--- src/design/stream_read_pkg.sv ---
// Shared constants, field layouts and carrier types of the stream read block
package stream_read_pkg;

  ////////////////////////////////////////////////////////////////////////////
  // Time base
  localparam int unsigned CLK_PERIOD_NS = 100;
  localparam int unsigned US_NS = 1000;
  localparam int unsigned TICK_CYCLES = US_NS / CLK_PERIOD_NS;
  localparam int unsigned DIV_W = 8;
  localparam logic [DIV_W-1:0] TICK_LAST = DIV_W'(TICK_CYCLES - 1);
  localparam logic [39:0] MIN_LIMIT_US = 40'h0000000064;

  ////////////////////////////////////////////////////////////////////////////
  // Register offsets (byte addresses)
  localparam int unsigned ADDR_W = 7;
  localparam logic [6:0] OFF_FLAGS = 7'h00;
  localparam logic [6:0] OFF_TLIM = 7'h04;
  localparam logic [6:0] OFF_CNT_LO = 7'h08;
  localparam logic [6:0] OFF_CNT_HI = 7'h0c;
  localparam logic [6:0] OFF_LBA0 = 7'h10;
  localparam logic [6:0] OFF_LBA_MID = 7'h14;
  localparam logic [6:0] OFF_LBA_HI = 7'h18;
  localparam logic [6:0] OFF_COMMAND = 7'h1c;
  localparam logic [6:0] OFF_TIME_UNIT = 7'h20;
  localparam logic [6:0] OFF_STREAM_CFG = 7'h24;
  localparam logic [6:0] OFF_STATUS = 7'h28;
  localparam logic [6:0] OFF_ERR_LOG = 7'h2c;
  localparam logic [6:0] OFF_RES_LBA_LO = 7'h30;
  localparam logic [6:0] OFF_RES_LBA_HI = 7'h34;
  localparam logic [6:0] OFF_RES_COUNT = 7'h38;
  localparam logic [6:0] OFF_IRQ_STAT = 7'h3c;
  localparam logic [6:0] OFF_IRQ_MASK = 7'h40;

  ////////////////////////////////////////////////////////////////////////////
  // Field positions, codes and reset values
  localparam logic [7:0] CMD_READ_STREAM = 8'h2a;
  localparam int unsigned URG_BIT = 7;
  localparam int unsigned CONT_BIT = 6;
  localparam int unsigned NSEQ_BIT = 5;
  localparam int unsigned HSE_BIT = 4;
  localparam int unsigned CFG_VALID_BIT = 16;
  localparam int unsigned LOG_CRC = 7;
  localparam int unsigned LOG_UNC = 6;
  localparam int unsigned LOG_ID_NOT_FOUND_ERROR = 4;
  localparam int unsigned LOG_ABORTED_COMMAND_ERROR = 2;
  localparam int unsigned LOG_COMPLETION_TIMEOUT_FLAG = 0;
  localparam int unsigned ST_BSY = 7;
  localparam int unsigned ST_SE = 5;
  localparam int unsigned ST_ERR = 0;
  localparam int unsigned IRQ_W = 4;
  localparam logic [16:0] FULL_COUNT = 17'h10000;
  localparam logic [31:0] TIME_UNIT_RST = 32'h00000001;
  localparam logic [3:0] IRQ_MASK_RST = 4'h0;

  typedef enum logic [1:0] {PH_IDLE, PH_LOOKUP, PH_RUN} phase_type;

  typedef struct packed {
    logic crc;
    logic uncorrectable_error;
    logic id_not_found_error;
    logic aborted_command_error;
  } media_err_type;

  typedef struct packed {
    logic valid;
    logic [7:0] limit;
  } cfg_type;

  typedef struct packed {
    logic urgent;
    logic cont;
    logic nseq;
    logic handle_stream_error_flag;
    logic [2:0] stream_sel;
    logic [7:0] mult;
    logic [16:0] count;
    logic [47:0] lba;
  } cmd_type;

  typedef struct packed {
    logic start;
    logic halt;
    logic urgent;
    logic nseq;
    logic resume;
    logic [2:0] stream_sel;
    logic [16:0] count;
    logic [47:0] lba;
  } xfer_type;

endpackage

--- src/design/stream_cfg_mem.sv ---
// Per-stream default time limit store with registered read
`timescale 1ns/10ps
`default_nettype none
module stream_cfg_mem #(
  parameter int unsigned DEPTH = 8,
  parameter int unsigned AW = 3
) (
  input wire logic clk_sys,
  input wire logic rst_n,
  input wire logic wr_en,
  input wire logic [AW-1:0] wr_addr,
  input wire stream_read_pkg::cfg_type wr_cfg,
  input wire logic [AW-1:0] rd_addr,
  output stream_read_pkg::cfg_type rd_cfg
);

  typedef struct packed {
    stream_read_pkg::cfg_type [DEPTH-1:0] mem;
    stream_read_pkg::cfg_type rd;
  } mem_state_type;

  mem_state_type q;
  mem_state_type d;

  ////////////////////////////////////////////////////////////////////////////
  // Entry update and read register
  always_comb begin
    d = q;
    for (int i = 0; i < DEPTH; i++) begin
      if (wr_en && wr_addr == AW'(i)) begin
        d.mem[i] = wr_cfg;
      end
    end
    d.rd = q.mem[rd_addr];
  end

  // Empty entries read as never configured
  always_ff @(posedge clk_sys or negedge rst_n) begin
    if (!rst_n) begin
      q <= '0;
    end else begin
      q <= d;
    end
  end

  assign rd_cfg = q.rd;

endmodule
`default_nettype wire

--- src/design/completion_timer.sv ---
// Microsecond down-counter for the command completion limit
`timescale 1ns/10ps
`default_nettype none
module completion_timer (
  input wire logic clk_sys,
  input wire logic rst_n,
  input wire logic load,
  input wire logic limited,
  input wire logic [39:0] value,
  input wire logic stop,
  output logic expired
);

  typedef struct packed {
    logic [stream_read_pkg::DIV_W-1:0] div;
    logic [39:0] cnt;
    logic armed;
    logic expired;
  } tmr_state_type;

  tmr_state_type q;
  tmr_state_type d;
  logic tick;

  assign tick = (q.div == stream_read_pkg::TICK_LAST);

  ////////////////////////////////////////////////////////////////////////////
  // Divider and down-counter
  always_comb begin
    d = q;
    d.div = tick ? '0 : q.div + 1'b1;
    if (load) begin
      d.cnt = value;
      d.armed = limited;
      d.expired = 1'b0;
      d.div = '0;
    end else if (stop) begin
      d.armed = 1'b0;
      d.expired = 1'b0;
    end else if (q.armed && tick) begin
      if (q.cnt <= 40'h0000000001) begin
        d.expired = 1'b1;
        d.armed = 1'b0;
        d.cnt = '0;
      end else begin
        d.cnt = q.cnt - 40'h0000000001;
      end
    end
  end

  // State register
  always_ff @(posedge clk_sys or negedge rst_n) begin
    if (!rst_n) begin
      q <= '0;
    end else begin
      q <= d;
    end
  end

  assign expired = q.expired;
endmodule
`default_nettype wire

--- src/design/stream_read_ctrl.sv ---
// Stream read command decode, completion limit and ending status
//
// Behaviour
// - urgent: finish fast, within time limit
// - continuous read never aborts on errors
// - continuous errors: full transfer, stream error
// - continuous timeout: halt, stream error, timeout
// - always try whole amount within limit (a plain read here halts at its first bad sector)
// - error-resume start at last error address (here only passed on as xfer.resume; start stays the command LBA)
// - stream selector picks stream settings
// - limit = multiplier times identify time unit
// - zero multiplier uses stream default
// - no default means no limit
// - time from command write to completion
// - limit below minimum raised to minimum
// - count from two bytes, zero means 65536
// - report first bad address and run
// - timeout flag on limit overrun
//
// Our own choices: the address map and strobed register access.
`timescale 1ns/10ps
`default_nettype none
module stream_read_ctrl #(
  parameter logic [39:0] MIN_LIMIT_US = stream_read_pkg::MIN_LIMIT_US
) (
  input wire logic clk_sys,
  input wire logic rst_n,
  input wire logic [6:0] addr,
  input wire logic [31:0] wr_data,
  input wire logic wr_en,
  input wire logic rd_en,
  output logic [31:0] rd_data,
  input wire logic sector_done,
  input wire stream_read_pkg::media_err_type sector_err,
  output stream_read_pkg::xfer_type xfer,
  output logic busy,
  output logic irq
);

  typedef struct packed {
    stream_read_pkg::phase_type phase;
    logic [7:0] flags;
    logic [7:0] mult;
    logic [7:0] cnt_lo;
    logic [7:0] cnt_hi;
    logic [47:0] lba_in;
    logic [31:0] unit;
    stream_read_pkg::cmd_type cmd;
    logic [16:0] done_cnt;
    logic [47:0] bad_lba;
    logic [16:0] bad_run;
    logic bad_open;
    logic seen_err;
    logic [7:0] err_log;
    logic se;
    logic err;
    logic busy;
    logic [3:0] irq_stat;
    logic [3:0] irq_mask;
    logic irq;
    logic [31:0] rd_data;
    stream_read_pkg::xfer_type xfer;
    logic tmr_load;
    logic tmr_stop;
    logic tmr_limited;
    logic [39:0] tmr_value;
  } ctl_state_type;

  ctl_state_type q;
  ctl_state_type d;

  logic cmd_ok;
  logic any_err;
  logic limited;
  logic cfg_we;
  logic fin;
  logic tmr_expired;
  logic [3:0] ev;
  logic [3:0] clr;
  logic [7:0] sel_lim;
  logic [39:0] prod;
  logic [47:0] cur_lba;
  logic [16:0] done_nx;
  logic [16:0] req_cnt;
  logic [2:0] rd_sel;
  stream_read_pkg::cfg_type cfg_rd;
  stream_read_pkg::cfg_type cfg_wr;

  ////////////////////////////////////////////////////////////////////////////
  // Stream defaults and completion timer

  assign rd_sel = (q.phase == stream_read_pkg::PH_IDLE) ?
                  q.flags[2:0] : q.cmd.stream_sel;
  assign cfg_we = wr_en && addr == stream_read_pkg::OFF_STREAM_CFG;
  assign cfg_wr.valid = wr_data[stream_read_pkg::CFG_VALID_BIT];
  assign cfg_wr.limit = wr_data[15:8];

  stream_cfg_mem #(
    .DEPTH(8),
    .AW(3)
  ) u_cfg (
    .clk_sys(clk_sys),
    .rst_n(rst_n),
    .wr_en(cfg_we),
    .wr_addr(wr_data[2:0]),
    .wr_cfg(cfg_wr),
    .rd_addr(rd_sel),
    .rd_cfg(cfg_rd)
  );

  completion_timer u_tmr (
    .clk_sys(clk_sys),
    .rst_n(rst_n),
    .load(q.tmr_load),
    .limited(q.tmr_limited),
    .value(q.tmr_value),
    .stop(q.tmr_stop),
    .expired(tmr_expired)
  );

  ////////////////////////////////////////////////////////////////////////////
  // Helper terms

  assign req_cnt = ({q.cnt_hi, q.cnt_lo} == 16'h0000) ?
                   stream_read_pkg::FULL_COUNT : {1'b0, q.cnt_hi, q.cnt_lo};
  assign sel_lim = (q.cmd.mult != 8'h00) ? q.cmd.mult : cfg_rd.limit;
  assign limited = (q.cmd.mult != 8'h00) ||
                   (cfg_rd.valid && cfg_rd.limit != 8'h00);
  assign prod = {32'h00000000, sel_lim} * {8'h00, q.unit};
  assign any_err = |sector_err;
  assign cur_lba = q.cmd.lba + {31'h00000000, q.done_cnt};
  assign done_nx = q.done_cnt + 17'h00001;
  assign cmd_ok = wr_en && addr == stream_read_pkg::OFF_COMMAND &&
                  wr_data[7:0] == stream_read_pkg::CMD_READ_STREAM &&
                  q.phase == stream_read_pkg::PH_IDLE;
  assign clr = (wr_en && addr == stream_read_pkg::OFF_IRQ_STAT) ?
               wr_data[3:0] : 4'h0;

  ////////////////////////////////////////////////////////////////////////////
  // Next-state logic
  always_comb begin
    d = q;
    fin = 1'b0;
    d.xfer.start = 1'b0;
    d.xfer.halt = 1'b0;
    d.tmr_load = 1'b0;
    d.tmr_stop = 1'b0;
    d.rd_data = '0;
    // Parameter register writes
    if (wr_en) begin
      case (addr)
        stream_read_pkg::OFF_FLAGS: d.flags = wr_data[7:0];
        stream_read_pkg::OFF_TLIM: d.mult = wr_data[7:0];
        stream_read_pkg::OFF_CNT_LO: d.cnt_lo = wr_data[7:0];
        stream_read_pkg::OFF_CNT_HI: d.cnt_hi = wr_data[7:0];
        stream_read_pkg::OFF_LBA0: d.lba_in[7:0] = wr_data[7:0];
        stream_read_pkg::OFF_LBA_MID: d.lba_in[31:8] = wr_data[23:0];
        stream_read_pkg::OFF_LBA_HI: d.lba_in[47:32] = wr_data[15:0];
        stream_read_pkg::OFF_TIME_UNIT: d.unit = wr_data;
        stream_read_pkg::OFF_IRQ_MASK: d.irq_mask = wr_data[3:0];
        default: ;
      endcase
    end
    // Register reads, unmapped read zero
    if (rd_en) begin
      case (addr)
        stream_read_pkg::OFF_TIME_UNIT: d.rd_data = q.unit;
        stream_read_pkg::OFF_STATUS: begin
          d.rd_data[stream_read_pkg::ST_BSY] = q.busy;
          d.rd_data[stream_read_pkg::ST_SE] = q.se;
          d.rd_data[stream_read_pkg::ST_ERR] = q.err;
        end
        stream_read_pkg::OFF_ERR_LOG: d.rd_data = {24'h000000, q.err_log};
        stream_read_pkg::OFF_RES_LBA_LO: d.rd_data = q.bad_lba[31:0];
        stream_read_pkg::OFF_RES_LBA_HI: d.rd_data = {16'h0000, q.bad_lba[47:32]};
        stream_read_pkg::OFF_RES_COUNT: d.rd_data = {15'h0000, q.bad_run};
        stream_read_pkg::OFF_IRQ_STAT: d.rd_data = {28'h0000000, q.irq_stat};
        stream_read_pkg::OFF_IRQ_MASK: d.rd_data = {28'h0000000, q.irq_mask};
        default: d.rd_data = '0;
      endcase
    end
    // Command sequencing
    case (q.phase)
      stream_read_pkg::PH_IDLE: begin
        if (cmd_ok) begin
          d.cmd.urgent = q.flags[stream_read_pkg::URG_BIT];
          d.cmd.cont = q.flags[stream_read_pkg::CONT_BIT];
          d.cmd.nseq = q.flags[stream_read_pkg::NSEQ_BIT];
          d.cmd.handle_stream_error_flag = q.flags[stream_read_pkg::HSE_BIT];
          d.cmd.stream_sel = q.flags[2:0];
          d.cmd.mult = q.mult;
          d.cmd.count = req_cnt;
          d.cmd.lba = q.lba_in;
          d.done_cnt = '0;
          d.bad_lba = '0;
          d.bad_run = '0;
          d.bad_open = 1'b0;
          d.seen_err = 1'b0;
          d.err_log = '0;
          d.se = 1'b0;
          d.err = 1'b0;
          d.phase = stream_read_pkg::PH_LOOKUP;
        end
      end
      stream_read_pkg::PH_LOOKUP: begin
        d.tmr_load = 1'b1;
        d.tmr_limited = limited;
        d.tmr_value = (prod < MIN_LIMIT_US) ? MIN_LIMIT_US : prod;
        d.xfer.urgent = q.cmd.urgent;
        d.xfer.nseq = q.cmd.nseq;
        d.xfer.resume = q.cmd.handle_stream_error_flag;
        d.xfer.stream_sel = q.cmd.stream_sel;
        d.xfer.count = q.cmd.count;
        d.xfer.lba = q.cmd.lba;
        d.xfer.start = 1'b1;
        d.phase = stream_read_pkg::PH_RUN;
      end
      stream_read_pkg::PH_RUN: begin
        if (tmr_expired) begin
          d.err_log[stream_read_pkg::LOG_COMPLETION_TIMEOUT_FLAG] = 1'b1;
          d.xfer.halt = 1'b1;
          d.se = q.cmd.cont;
          d.err = !q.cmd.cont;
          fin = 1'b1;
        end else if (sector_done) begin
          d.done_cnt = done_nx;
          if (any_err) begin
            d.err_log[stream_read_pkg::LOG_CRC] = q.err_log[7] | sector_err.crc;
            d.err_log[stream_read_pkg::LOG_UNC] = q.err_log[6] | sector_err.uncorrectable_error;
            d.err_log[stream_read_pkg::LOG_ID_NOT_FOUND_ERROR] =
              q.err_log[4] | sector_err.id_not_found_error;
            d.err_log[stream_read_pkg::LOG_ABORTED_COMMAND_ERROR] =
              q.err_log[2] | sector_err.aborted_command_error;
            d.seen_err = 1'b1;
            if (!q.seen_err) begin
              d.bad_lba = cur_lba;
              d.bad_run = 17'h00001;
              d.bad_open = 1'b1;
            end else if (q.bad_open) begin
              d.bad_run = q.bad_run + 17'h00001;
            end
          end else begin
            d.bad_open = 1'b0;
          end
          if (any_err && !q.cmd.cont) begin
            d.err = 1'b1;
            d.xfer.halt = 1'b1;
            fin = 1'b1;
          end else if (done_nx == q.cmd.count) begin
            d.se = q.cmd.cont && (q.seen_err || any_err);
            fin = 1'b1;
          end
        end
        if (fin) begin
          d.tmr_stop = 1'b1;
          d.phase = stream_read_pkg::PH_IDLE;
        end
      end
      default: d.phase = stream_read_pkg::PH_IDLE;
    endcase
    // Completion events, set beats clear
    ev = fin ? {d.err, d.err_log[stream_read_pkg::LOG_COMPLETION_TIMEOUT_FLAG], d.se, 1'b1} :
               4'h0;
    d.irq_stat = (q.irq_stat & ~clr) | ev;
    d.irq = |(d.irq_stat & d.irq_mask);
    d.busy = (d.phase != stream_read_pkg::PH_IDLE);
  end

  ////////////////////////////////////////////////////////////////////////////
  // State register
  always_ff @(posedge clk_sys or negedge rst_n) begin
    if (!rst_n) begin
      q <= '0;
      q.phase <= stream_read_pkg::PH_IDLE;
      q.unit <= stream_read_pkg::TIME_UNIT_RST;
      q.irq_mask <= stream_read_pkg::IRQ_MASK_RST;
    end else begin
      q <= d;
    end
  end

  assign rd_data = q.rd_data;
  assign xfer = q.xfer;
  assign busy = q.busy;
  assign irq = q.irq;
endmodule
`default_nettype wire

--- config.mk ---
export PLATFORM = sky130hd
export DESIGN_NAME = stream_read_ctrl
export DESIGN_NICKNAME = d
export VERILOG_FILES = /design/src/design/stream_read_pkg.sv /design/src/design/stream_cfg_mem.sv /design/src/design/completion_timer.sv /design/src/design/stream_read_ctrl.sv
export SDC_FILE = /design/constraint.sdc
export NUM_CORES = 2
export LEC_CHECK = 0
export ABC_AREA = 1
export BUFFER_PORTS_ARGS = -buffer_cell sky130_fd_sc_hd__buf_2
export CORE_ASPECT_RATIO = 0.6
export CORE_UTILIZATION = 47
export DETAILED_ROUTE_END_ITERATION = 8
export PLACE_DENSITY_LB_ADDON = 0.08
export SLEW_MARGIN = 20
export SYNTH_ARGS = -nofsm -noshare
export SYNTH_HDL_FRONTEND = slang
export SYNTH_HIERARCHICAL = 1
export SYNTH_SLANG_ARGS = --single-unit
--- constraint.sdc ---
create_clock -name clk_sys -period 5.7 [get_ports clk_sys]
set_clock_uncertainty 0.2 [all_clocks]
set_input_delay 1.14 -clock clk_sys [delete_from_list [all_inputs] [get_ports clk_sys]]
set_output_delay 1.14 -clock clk_sys [all_outputs]
set_load 0.05 [all_outputs]
==> qor.csv <==
metric;value;unit
run status;finished, violations left;
violated checks;negative setup slack;
post-synthesis async set-or-reset flop share;100;%
area of the multi-input gates;19800;µm²
final wirelength;119000;µm
die area;77600;µm²
unrepaired setup endpoints after global routing;true;
Final setup viols;36;
total number of clock tree sinks;572;
static leakage power;22.4;nW
Syn Inst Count;4569;
initial antenna violation count;5;
via-per-instance ratio;5.28;
Final Hold Viols;0;
data arrival time of the critical path;6980;ps
slowest stage cell on the critical path;sky130_fd_sc_hd__fa_1;
cts hold-fix bufs;0;
YS warnings;6;
upper clock frequency limit;0.151;GHz
startpoint type of the worst setup path;register;
endpoint type of the worst setup path;register;
clock slew seen by the registers of the worst setup and hold paths;70;ps
category of the critical setup timing path;register to register;
clock latency on the worst-skew pair;670;ps
most prevalent standard cell on the critical path;sky130_fd_sc_hd__fa_1;
worst reg2reg path startpoint;q[324]$_DFFE_PN0P_;
fraction of layout cells with a size suffix above 1;22.6;%
total core area;75600;µm²
pin slew with the least headroom to its limit;1040;ps
first-pass GRT wire length;181000;µm
count of vias placed by the detailed router;31400;
TNS Setup;-16070;ps
Buf/Inv on CP;5;
most frequent cells in the layout;sky130_fd_sc_hd__nand2_1 (1058), sky130_fd_sc_hd__inv_1 (626), sky130_fd_sc_hd__dfrtp_1 (571), sky130_fd_sc_hd__nor2_1 (376), sky130_fd_sc_hd__o21ai_0 (332);
IO Port Bufs;154;
clock buffer count from CTS;55;
maximum capacitance violations;0;
fraction of synthesized cell area in xor and xnor cells;1.93;%
combined area of all synthesized cells;35900;µm²
Layout Area Growth over Synthesis;22.6;%
Post-synth EDFFs;0;
startpoint of the worst hold path;q[408]$_DFFE_PN0P_;
Slew Limit Fails;0;
GRT Overall Usage;30.6;%
utilization of the core after routing;58.3;%
Worst Setup Slack, final;-936;ps
total number of nets in the final design;5212;
Critical path origin;q[324]$_DFFE_PN0P_;
Levels on crit path;30;
stage delay of the slowest cell on the critical path;550;ps
number of design rule violations left after detail routing;0;
HPWL after detailed placement;90900;µm
clk buf depth;3;
Die Ht;216;µm
Adder-Cell Fraction of Synth Area;13.0;%
Hold Path Depth;2;
Synth top area share;39.8;%
Synth Area per Inst;7.87;µm²
effective utilization at floorplan;47.5;%
1st-pass router iterations;6;
number of top-level pins;155;
routability congestion estimate;0.947;
distinct cell type count of the synthesized netlist;68;
final worst path period need;6640;ps
x dimension of the die;359;µm
period utilization;116;%
library cell occupying the most area in the post-synthesis netlist;sky130_fd_sc_hd__dfrtp_1;
Antenna Violating Nets Remaining;0;
simple-gate share of the synthesized area;22.6;%
leading cell type in the layout, fill and taps excluded;sky130_fd_sc_hd__nand2_1;
total congestion overflow;0;
required time of the critical path;6040;ps
level count of the clock H-tree;2;
FP Rows;78;
family with the most delay on the worst path;simple AND/OR/NAND/NOR gates;
worst vdd rail ir drop;1.57;mV
normalized max-slew margin;30.1;%
largest net degree at the start of global routing;116;
Synthesized Nets;4881;
fraction of synthesized area in multiplexers;0;%
main combinational cell family by area after synthesis;simple AND/OR/NAND/NOR gates;
peak fanout along the critical path;7;
Compound-Gate Fraction of Synth Area;11.2;%
fraction of the yosys area taken by sequential cells;39.8;%
total power density per cell area;702;nW/µm²
Routed WL per cell;20.0;µm
synthesis-stage register bit count;572;
area occupied by registers;14300;µm²
number of DRC markers in iteration 0;3143;
Worst Reg-to-Reg Cells;30;
top flip-flop cell by instance count after synthesis;sky130_fd_sc_hd__dfrtp_1;
buffer type at the clock tree root;sky130_fd_sc_hd__clkbuf_16;
worst min-delay path category;register to register;
TritonCTS clock tree;built;
number of inserted filler cells in the final layout;6939;
number of global-route vias before repair;29800;
top cells by area in the synthesized netlist;sky130_fd_sc_hd__dfrtp_1 (40%), sky130_fd_sc_hd__nand2_1 (12%), sky130_fd_sc_hd__fa_1 (10%), sky130_fd_sc_hd__inv_1 (7.2%), sky130_fd_sc_hd__nor2_1 (5.3%);
## per-stage QoR
step	area, µm²	total power (W)	std cells	setup slack (ps)	hold slack (ps)
floorplan	36500	0.0128	4569	-214	242
global placement	39700	0.0217	5802	-1210	252
detailed placement	39700	0.0215	5802	-1230	254
CTS	42900	0.0275	5924	-791	270
global route	44100	0.0330	5943	-1170	293
finish	44100	0.0309	5946	-936	270
## synth_stat cells, types with 5 or more instances
library cell and n:
sky130_fd_sc_hd__a21o_1 5, sky130_fd_sc_hd__a21oi_1 183, sky130_fd_sc_hd__a221oi_1 13, sky130_fd_sc_hd__a31oi_1 16, sky130_fd_sc_hd__a32o_1 5, sky130_fd_sc_hd__buf_1 7, sky130_fd_sc_hd__buf_2 24, sky130_fd_sc_hd__buf_4 116
sky130_fd_sc_hd__buf_6 6, sky130_fd_sc_hd__clkbuf_1 96, sky130_fd_sc_hd__clkinv_1 7, sky130_fd_sc_hd__dfrtp_1 571, sky130_fd_sc_hd__fa_1 181, sky130_fd_sc_hd__ha_1 83, sky130_fd_sc_hd__inv_1 687, sky130_fd_sc_hd__inv_2 18
sky130_fd_sc_hd__nand2_1 1118, sky130_fd_sc_hd__nand2_2 16, sky130_fd_sc_hd__nand3_1 157, sky130_fd_sc_hd__nand3_2 10, sky130_fd_sc_hd__nand4_1 34, sky130_fd_sc_hd__nor2_1 503, sky130_fd_sc_hd__nor2_2 16, sky130_fd_sc_hd__nor2_4 7
sky130_fd_sc_hd__nor3_1 36, sky130_fd_sc_hd__nor4_1 23, sky130_fd_sc_hd__o21ai_0 363, sky130_fd_sc_hd__o21ai_1 61, sky130_fd_sc_hd__o21ai_2 5, sky130_fd_sc_hd__o21bai_1 18, sky130_fd_sc_hd__o22ai_1 40, sky130_fd_sc_hd__o31ai_1 5
sky130_fd_sc_hd__or2_2 6, sky130_fd_sc_hd__xnor2_1 17, sky130_fd_sc_hd__xor2_1 57
## cell families (layout without fill, tap and decap cells)
logic type	count (synthesis)	after routing
buffers and inverters	964	1338
AO/OA/AOI/OAI	742	742
XOR/XNOR	76	76
other	0	3
AND/OR/NAND/NOR	1951	1951
adder cells (fa/ha/maj)	264	264
flip-flops	572	572
## layout make-up
type | count | area share, %
Antenna cell | 3 | 0.0170
Clock buffer | 80 | 3.70
Clock inverter | 20 | 0.826
Inverter | 713 | 6.13
Multi-Input combinational cell | 3033 | 45.0
Sequential cell | 572 | 32.5
Tap cell | 1000 | 2.84
Timing Repair Buffer | 525 | 9.04
## worst min-delay path, delay by kind of cell (launching register included)
kind / cells / cell delay (ps)
flip-flops: 1 / 340
AND/OR/NAND/NOR: 2 / 90
## state kept, by name, summed over array words and instances, names as in the netlist
| signal | flops |
|---|---|
| q | 335 |
| rd_data | 32 |
| u_tmr/q | 49 |
| busy | 1 |
| u_tmr/expired | 1 |
| u_cfg/q | 72 |
| xfer | 72 |
| irq | 1 |
| u_cfg/rd_cfg | 9 |
## routing by layer
layer,up-vias,global-route usage (%),routed length [µm]
met3,119,10.9,13600
met5,-,0,80
met2,1173,38.4,43700
li1,14900,-,-
met1,15200,49.4,59700
met4,10,4.85,1590
## power breakdown
part / switching, W / total, W / internal, W / leakage [nW]
Combinational: 0.0119 / 0.0224 / 0.0105 / 14.0
Sequential: 0.000187 / 0.00446 / 0.00427 / 7.36
Clock: 0.00170 / 0.00410 / 0.00240 / 0.978
## worst paths after layout
| path | to | slack (ps) |
|---|---|---|
| setup reg to reg | q[4]$_DFFE_PN0P_ | -940 |
| min in group asynchronous | q[204]$_DFFE_PN0P_ | 330 |
| setup / recovery | q[4]$_DFFE_PN0P_ | -940 |
| hold reg to reg | q[296]$_DFFE_PN0P_ | 270 |
| max in group asynchronous | q[42]$_DFF_PN0_ | 3850 |
| hold / removal | q[296]$_DFFE_PN0P_ | 270 |
## repair_timing
| action | CTS | global route |
|---|---|---|
| hold endpoints to repair | 0 | 0 |
| setup buffers | 19 | 23 |
| gates resized for setup | 245 | 301 |
| cloned | 4 | 0 |
| setup endpoints to repair | 38 | 39 |
| pin swaps | 62 | 197 |
(Power assumes the default switching activity.)
